--- config.mk ---
export PLATFORM = sky130hd
export DESIGN_NAME = wdg_top
export DESIGN_NICKNAME = d
export VERILOG_FILES = /design/src/wdg_pkg.sv /design/src/wdg_top.sv /design/src/wdg_prescale.sv
export VERILOG_INCLUDE_DIRS = /design/src
export SDC_FILE = /design/constraint.sdc
export NUM_CORES = 1
export LEC_CHECK = 0
export BUFFER_PORTS_ARGS = -buffer_cell sky130_fd_sc_hd__buf_2
export CAP_MARGIN = 20
export CELL_PAD_IN_SITES_DETAIL_PLACEMENT = 0
export CELL_PAD_IN_SITES_GLOBAL_PLACEMENT = 1
export CORE_MARGIN = 4
export CORE_UTILIZATION = 40
export CTS_CLUSTER_DIAMETER = 100
export DETAILED_ROUTE_END_ITERATION = 8
export HOLD_SLACK_MARGIN = 0.05
export PLACE_DENSITY_LB_ADDON = 0.3
export SETUP_SLACK_MARGIN = 0.2
export SLEW_MARGIN = 0
export SYNTH_ARGS = -nofsm -noshare
export SYNTH_HDL_FRONTEND = slang
export SYNTH_HIERARCHICAL = 1
export SYNTH_SLANG_ARGS = --single-unit
--- constraint.sdc ---
create_clock -name core_clk -period 1.75 [get_ports core_clk]
set_input_delay 0.35 -clock core_clk [delete_from_list [all_inputs] [get_ports core_clk]]
set_output_delay 0.35 -clock core_clk [all_outputs]
set_load 0.03 [all_outputs]
--- src/wdg_consts.svh ---
/*
 Constants for the watchdog block: register offsets, bit positions,
 reset values and timing counts. Assumes inclusion by bare name.
*/
`ifndef WDG_CONSTS_SVH
`define WDG_CONSTS_SVH

// ----------------------------------------
// Register offsets
// ----------------------------------------
`define WDG_ADDR_RELOAD     8'h86
`define WDG_ADDR_IEN_LOW    8'hA8
`define WDG_ADDR_IEN_HIGH   8'hB8

// ----------------------------------------
// Field positions and values
// ----------------------------------------
`define WDG_FLAG_BIT        6
`define WDG_PRESCALE_BIT    7
`define WDG_RSVD_BIT        7
`define WDG_TERMINAL        16'h7CFF
`define WDG_ZERO8           8'h00
`define WDG_ZERO16          16'h0000
`define WDG_ONE16           16'h0001
`define WDG_CNT_ONE         4'h1
`define WDG_CNT_ZERO        4'h0

// ----------------------------------------
// Timing counts in core clock cycles; WDG_DIV_EXT is a multiplier of WDG_DIV_BASE
// ----------------------------------------
`define WDG_ARM_CYCLES      12
`define WDG_DIV_BASE        24
`define WDG_DIV_EXT         16

`endif

--- src/wdg_pkg.sv ---
/*
 Types shared by the watchdog design files.
 Assumes nothing of its surroundings.
*/
package wdg_pkg;

   typedef enum logic [0:0] {
      WDG_STOPPED = 1'b0,
      WDG_RUNNING = 1'b1
   } wdg_state_type;

endpackage

--- src/wdg_top.sv ---
/*
 Watchdog timer: 16-bit counter, reload register, prescalers, refresh
 window logic, status flag and internal reset generation.
 Assumes a register port with one-cycle strobes and reads answered
 one cycle later; all inputs synchronous to core_clk.
*/
// Chosen here: the strobed register port.
`timescale 1ns/1ps
`default_nettype none
`include "wdg_consts.svh"

module wdg_top #(
   parameter int unsigned ARM_CYCLES = `WDG_ARM_CYCLES,
   parameter int unsigned DIV_BASE   = `WDG_DIV_BASE,
   parameter int unsigned DIV_EXT    = `WDG_DIV_EXT
) (
   input  wire logic             core_clk,
   input  wire logic             rst,
   input  wire logic             autostart_pin,
   input  wire logic [7:0]       reg_addr,
   input  wire logic [7:0]       reg_wdata,
   input  wire logic             reg_wr,
   input  wire logic             reg_rd,
   output logic [7:0]            reg_rdata,
   output logic                  wd_status,
   output logic                  priority_flag,
   output logic                  device_reset,
   output wdg_pkg::wdg_state_type run_state
);
   import wdg_pkg::*;

   if (ARM_CYCLES < 1 || ARM_CYCLES > 15) begin : g_bad_arm
      $error("wdg_top: ARM_CYCLES must lie in 1..15");
   end

   // ----------------------------------------
   // Declarations
   // ----------------------------------------
   logic          src_q;
   logic          src_d;
   logic          int_rst_q;
   logic          int_rst_d;
   logic          clear;

   logic [7:0]    rel_q;
   logic [7:0]    rel_d;
   logic [7:0]    interrupt_enable_low_q;
   logic [7:0]    interrupt_enable_low_d;
   logic [7:0]    interrupt_enable_high_q;
   logic [7:0]    interrupt_enable_high_d;
   logic [7:0]    rdata_q;
   logic [7:0]    rdata_d;

   logic          arm_q;
   logic          arm_d;
   logic [3:0]    arm_cnt_q;
   logic [3:0]    arm_cnt_d;
   logic          start_q;
   logic          start_d;
   logic [3:0]    start_cnt_q;
   logic [3:0]    start_cnt_d;

   wdg_state_type state_q;
   wdg_state_type state_d;
   logic [15:0]   cnt_q;
   logic [15:0]   cnt_d;

   logic          tick;
   logic          arm_set_w;
   logic          start_set_w;
   logic          refresh;
   logic          running;

   // a lone pin cycle must not stop a running count
   assign clear       = int_rst_q;
   assign running     = (state_q == WDG_RUNNING);
   assign arm_set_w   = reg_wr && (reg_addr == `WDG_ADDR_IEN_LOW)
                        && reg_wdata[`WDG_FLAG_BIT];
   assign start_set_w = reg_wr && (reg_addr == `WDG_ADDR_IEN_HIGH)
                        && reg_wdata[`WDG_FLAG_BIT];
   assign refresh     = start_set_w && arm_q;

   // ----------------------------------------
   // Internal reset generation
   // ----------------------------------------
   // status async from count
   assign wd_status     = running && (cnt_q == `WDG_TERMINAL);
   assign priority_flag = wd_status;

   always_comb begin
      src_d     = rst || wd_status;
      int_rst_d = src_d && src_q;
   end

   always_ff @(posedge core_clk) begin
      src_q     <= src_d;
      int_rst_q <= int_rst_d;
   end

   assign device_reset = int_rst_q;

   // ----------------------------------------
   // Prescaler chain
   // ----------------------------------------
   // 24 or 384 cycles per step
   wdg_prescale #(
      .DIV_BASE (DIV_BASE),
      .DIV_EXT  (DIV_EXT)
   ) u_prescale (
      .core_clk (core_clk),
      .clear    (clear || !running),
      .run      (running),
      .ext_sel  (rel_q[`WDG_PRESCALE_BIT]),
      .tick     (tick)
   );

   // ----------------------------------------
   // Arm and start flags
   // ----------------------------------------
   always_comb begin
      arm_d       = arm_q;
      arm_cnt_d   = arm_cnt_q;
      start_d     = start_q;
      start_cnt_d = start_cnt_q;
      if (arm_q) begin
         arm_cnt_d = arm_cnt_q - `WDG_CNT_ONE;
         if (arm_cnt_q == `WDG_CNT_ONE) begin
            arm_d = 1'b0;
         end
      end
      if (refresh) begin
         arm_d     = 1'b0;
         arm_cnt_d = `WDG_CNT_ZERO;
      end
      if (arm_set_w) begin
         arm_d     = 1'b1;
         arm_cnt_d = 4'(ARM_CYCLES);
      end
      if (start_q) begin
         start_cnt_d = start_cnt_q - `WDG_CNT_ONE;
         if (start_cnt_q == `WDG_CNT_ONE) begin
            start_d = 1'b0;
         end
      end
      if (start_set_w) begin
         start_d     = 1'b1;
         start_cnt_d = 4'(ARM_CYCLES);
      end
   end

   always_ff @(posedge core_clk) begin
      if (clear) begin
         arm_q       <= 1'b0;
         arm_cnt_q   <= `WDG_CNT_ZERO;
         start_q     <= 1'b0;
         start_cnt_q <= `WDG_CNT_ZERO;
      end else begin
         arm_q       <= arm_d;
         arm_cnt_q   <= arm_cnt_d;
         start_q     <= start_d;
         start_cnt_q <= start_cnt_d;
      end
   end

   // ----------------------------------------
   // Run state and counter
   // ----------------------------------------
   always_comb begin
      state_d = state_q;
      cnt_d   = cnt_q;
      if (clear) begin
         state_d = autostart_pin ? WDG_RUNNING : WDG_STOPPED;
         cnt_d   = `WDG_ZERO16;
      end else begin
         unique case (state_q)
            WDG_STOPPED: begin
               if (start_set_w) begin
                  state_d = WDG_RUNNING;
               end
            end
            WDG_RUNNING: begin
               state_d = WDG_RUNNING;
               if (tick) begin
                  cnt_d = cnt_q + `WDG_ONE16;
               end
            end
         endcase
         if (refresh) begin
            // low byte and bit 15 cleared
            cnt_d = {1'b0, rel_q[6:0], `WDG_ZERO8};
         end
      end
   end

   always_ff @(posedge core_clk) begin
      state_q <= state_d;
      cnt_q   <= cnt_d;
   end

   assign run_state = state_q;

   // ----------------------------------------
   // Register port
   // ----------------------------------------
   always_comb begin
      rel_d   = rel_q;
      interrupt_enable_low_d  = interrupt_enable_low_q;
      interrupt_enable_high_d  = interrupt_enable_high_q;
      rdata_d = `WDG_ZERO8;
      if (reg_wr) begin
         unique case (reg_addr)
            `WDG_ADDR_RELOAD:   rel_d  = reg_wdata;
            `WDG_ADDR_IEN_LOW:  interrupt_enable_low_d = reg_wdata;
            `WDG_ADDR_IEN_HIGH: interrupt_enable_high_d = reg_wdata;
            default: ;
         endcase
      end
      if (reg_rd) begin
         unique case (reg_addr)
            `WDG_ADDR_RELOAD: rdata_d = rel_q;
            `WDG_ADDR_IEN_LOW: begin
               rdata_d                = interrupt_enable_low_q;
               rdata_d[`WDG_FLAG_BIT] = arm_q;
            end
            `WDG_ADDR_IEN_HIGH: begin
               rdata_d                = interrupt_enable_high_q;
               // status read in place of start
               rdata_d[`WDG_FLAG_BIT] = running;
               rdata_d[`WDG_RSVD_BIT] = 1'b0;
            end
            default: rdata_d = `WDG_ZERO8;
         endcase
      end
   end

   always_ff @(posedge core_clk) begin
      if (clear) begin
         rel_q   <= `WDG_ZERO8;
         interrupt_enable_low_q  <= `WDG_ZERO8;
         interrupt_enable_high_q  <= `WDG_ZERO8;
         rdata_q <= `WDG_ZERO8;
      end else begin
         rel_q   <= rel_d;
         interrupt_enable_low_q  <= interrupt_enable_low_d;
         interrupt_enable_high_q  <= interrupt_enable_high_d;
         rdata_q <= rdata_d;
      end
   end

   assign reg_rdata = rdata_q;
endmodule
`default_nettype wire

--- src/wdg_prescale.sv ---
/*
 Prescaler chain of the watchdog: emits one tick per counter step.
 Assumes the caller clears it with the block's internal reset.
*/
`timescale 1ns/1ps
`default_nettype none
`include "wdg_consts.svh"

module wdg_prescale #(
   parameter int unsigned DIV_BASE = `WDG_DIV_BASE,
   parameter int unsigned DIV_EXT  = `WDG_DIV_EXT
) (
   input  wire logic core_clk,
   input  wire logic clear,
   input  wire logic run,
   input  wire logic ext_sel,
   output logic      tick
);
   import wdg_pkg::*;

   localparam int unsigned LIMIT = DIV_BASE * DIV_EXT;
   localparam int unsigned CW    = $clog2(LIMIT + 1);

   if (DIV_BASE < 2 || DIV_EXT < 1) begin : g_bad
      $error("wdg_prescale: divider values out of range");
   end

   logic [CW-1:0] cnt_q;
   logic [CW-1:0] cnt_d;
   logic          tick_q;
   logic          tick_d;
   logic [CW-1:0] last;

   // ----------------------------------------
   // Divide chain
   // ----------------------------------------
   always_comb begin
      last   = ext_sel ? CW'(LIMIT - 1) : CW'(DIV_BASE - 1);
      cnt_d  = cnt_q;
      tick_d = 1'b0;
      if (run) begin
         if (cnt_q >= last) begin
            cnt_d  = '0;
            tick_d = 1'b1;
         end else begin
            cnt_d = cnt_q + CW'(1);
         end
      end
   end

   always_ff @(posedge core_clk) begin
      if (clear) begin
         cnt_q  <= '0;
         tick_q <= 1'b0;
      end else begin
         cnt_q  <= cnt_d;
         tick_q <= tick_d;
      end
   end

   assign tick = tick_q;

endmodule
`default_nettype wire

==> results.md <==
- Routed Antenna Nets: 0
- Design area: between 3000 and 4000 sq um
- Final Hold Vio Count: 0
- Outcome: complete, but fails checks
- Number of flops mapped to enable cells by yosys: 0
- Int Pwr: about 2.3 mW
- Req. time, crit path: 1400 ps
- GR met3 Demand/Resource: under 10%
- Clk pin slew, worst setup/hold paths: approximately 80 ps
- Simple-gate share of the synthesized area: a little over a quarter
- Syn Inst Count: 337
- Cell Area, Placed: around 3400 sq um
- Share of cells above drive strength 1: about a third
- Final setup viols: 2
- Post-synthesis xor/xnor area fraction: approximately 7.4%
- Drt via density: 5.27
- Met2 usage: between 20% and 30%
- Biggest area consumer among synthesized cells: dfxtp_1
- GRT busiest layer: met2
- Top post-synthesis cells by area: dfxtp_1 (43%), nand2_1 (5.2%), xnor2_1 (5.0%)
- CORE AREA: around 7000 sq um
- Worst VDD drop: 0.542 mV
- Startpoint types: register
- Period utilization: 104%
- Hold Crit Class: in -> reg
- Worst setup margin: -74.6 ps
- PD cells: 775 nW/um^2
- Asr flop ratio synth: 0%
- CTS root buf: clkbuf_8
- Min-delay src: rst
- Yosys top cell area share: a little over two fifths
- Clock Power Share: 41.5%
- Max_cap viols: 0
- Vias in the first global route: approximately 2500
- CTS max path bufs: 2
- Syn nets: 366
- GP Congestion: 0.804
- Hold slack: 209 ps
- Dpl hpwl: roughly 5000 um
- Seq pwr share: between 40% and 50%
- Die H: about 94 um
- Slew headroom: roughly three fifths
- Num CTS Buffers: 9
- CTS Sinks: 63
- Post-Syn Area: between 2000 and 3000 sq um
- Row count: 31
- Fmax: roughly 550 MHz
- Violated checks: setup timing
- Largest net degree at the start of global routing: 20
- Fin Setup TNS: -149 ps
- All-Layer GR Usage: between 15 and 20%
- DRC viols: 0
- Die W: about 94 um
- Placement Setup Slack: about 34 ps
- Count leader, synth: dfxtp_1
- Post-Synth Adder-Cell Area: roughly 3.4%
- # IOs: 33
- Die area: just under 9000 sq um
- Mapped Avg Cell Area: 8.78 sq um
- Fin crit period: ~1800 ps
- Comb pwr share: between 10 and 15%
- Congestion Overflow GR: 0
- Yosys Warn Count: 6
- Worst Max-Slew Pin Slew: between 500 and 600 ps
- Antenna violations before repair: 0
- Max FO, Critical Path: 3
- Nets: around 430
- First-pass GRT wire length: 12300 um
- IO buf count: 32
- Pwr Total: 3.05 mW
- CTS Hold Bufs: 0
- Net switching power: roughly 800 uW
- Cell variety after synth: 48
- Synth Flop Type: dfxtp_1
- CP Data Arrival Time: 1470 ps
- Seq cells post-synth: between 60 and 70
- CP Class: reg -> out
- Starting density of the core: around two fifths
- Synth top cells by count: dfxtp_1 (63), nand2_1 (41), nor2_1 (29), a21oi_1 (26), nand3_1 (24)
- Unrepaired setup endpoints after global routing: true
- FF-to-FF Start: run_state
- Leak pwr: around 1.5 nW
- Syn-to-layout area delta: 33.1%
- Skew-Pair Late Insertion Delay: 340 ps
- Post-synthesis mux area share: 1.44%
- Worst setup EP type: primary output
- # diodes: 0
- Main combinational cell family by area after synthesis: simple AND/OR/NAND/NOR gates
- H-tree depth: 3
- Per-cell routed wire length: 14.6 um
- Crit path launch: cnt_q[13]
- Initial drt markers: between 100 and 150
- Drt total wl: 7430 um
- Met1 GRT Util: between 20% and 30%
- Sw frac: between 20 and 30%
- TritonCTS clock tree: built
- Drt pass-1 iters: 4
- Clk_skew: about 8.1 ps
- Vias: about 2700
- Post-synthesis compound-gate area fraction: 14.7%
- Sequential area share after synthesis: a little over two fifths
- Fin. max-slew vios: 0
placed cells by master, fill, tap and decap left out, drive strengths merged, types with 4 or more instances in the layout:
cell    Yosys  layout
nor4        6       6
and3        4       4
ha          8       8
nand4      11      11
o21ai       4       4
nand3      24      24
nand2      41      41
inv         5       7
nor4b       4       4
a211oi     17      17
and2        5       5
nor3        7       7
xnor2      17      17
xor2        8       8
dfxtp      63      63
buf         7      75
clkbuf     12       9
a21oi      28      28
nand2b      4       4
nor2       29      29
state kept, by name, summed over array words and instances, names as in the netlist:
register                 cells
u_prescale/tick              1
arm_cnt_q                    4
device_reset                 1
src_q                        1
cnt_q                       16
interrupt_enable_high_q      6
rel_q                        8
reg_rdata                    8
run_state                    1
interrupt_enable_low_q       7
arm_q                        1
u_prescale/cnt_q             9
critical path, cell delays in order, from the launching register on:
cell and delay [ps]:
dfxtp_4 380, nand2_4 60, nor4_4 230, buf_4 160, and3_4 180, buf_6 130
layout make-up:
type / instances / area, sq um
clock inverter: 7 / 71.3
fill: 692 / 3280
timing repair buffer: 75 / 547
inverter: 5 / 21.3
multi-input combinational: 250 / 1760
sequential: 63 / 1290
clock buffer: 9 / 124
tap: 99 / 124
kinds of logic (layout without fill, tap and decap cells):
logic type / count (synthesis) / count (layout)
mux: 4 / 4
simple gates: 150 / 150
xor+xnor: 25 / 25
fa+ha+maj: 8 / 8
compound gates: 63 / 63
buf+inv: 24 / 96
flops: 63 / 63
worst paths after layout:
kind / endpoint / slack, ps / depth (start not counted)
worst max-delay path: wd_status / -70 / 5
worst min-delay path: src_q / 210 / 2
worst max register to register: cnt_q[15] / 120 / 5
worst min register to register: interrupt_enable_low_q[3] / 450 / 2
per-layer routing:
layer | vias to the layer above | part of all wire, %
met3 | 9 | 3.8
met5 | - | 0
li1 | 1349 | -
met1 | 1279 | 48
met4 | 0 | 0.94
met2 | 42 | 47
timing repair:
action / CTS / global route
pin swaps: 14 / 4
setup buffers: 1 / 11
endpoints found under the setup margin: 17 / 21
resized for setup: 39 / 14
metrics by stage:
stage                     instances  util [%]
after global placement          480      47.7
final                           508      54.6
after CTS                       497      52.7
after global routing            508      54.6
after detailed placement        480      47.7
after floorplan                 337         -
power groups by stage:
stage | sequential (mW) | combinational, mW | clock [mW]
6_report | 1.48 | 0.309 | 1.26
5_1_grt | 1.48 | 0.336 | 1.38
4_1_cts | 1.48 | 0.263 | 1.31
3_5_place_dp | 1.51 | 0.216 | 0
3_3_place_gp | 1.51 | 0.213 | 0
2_1_floorplan | 1.52 | 0.120 | 0
Power figures use the tool's default switching activity.
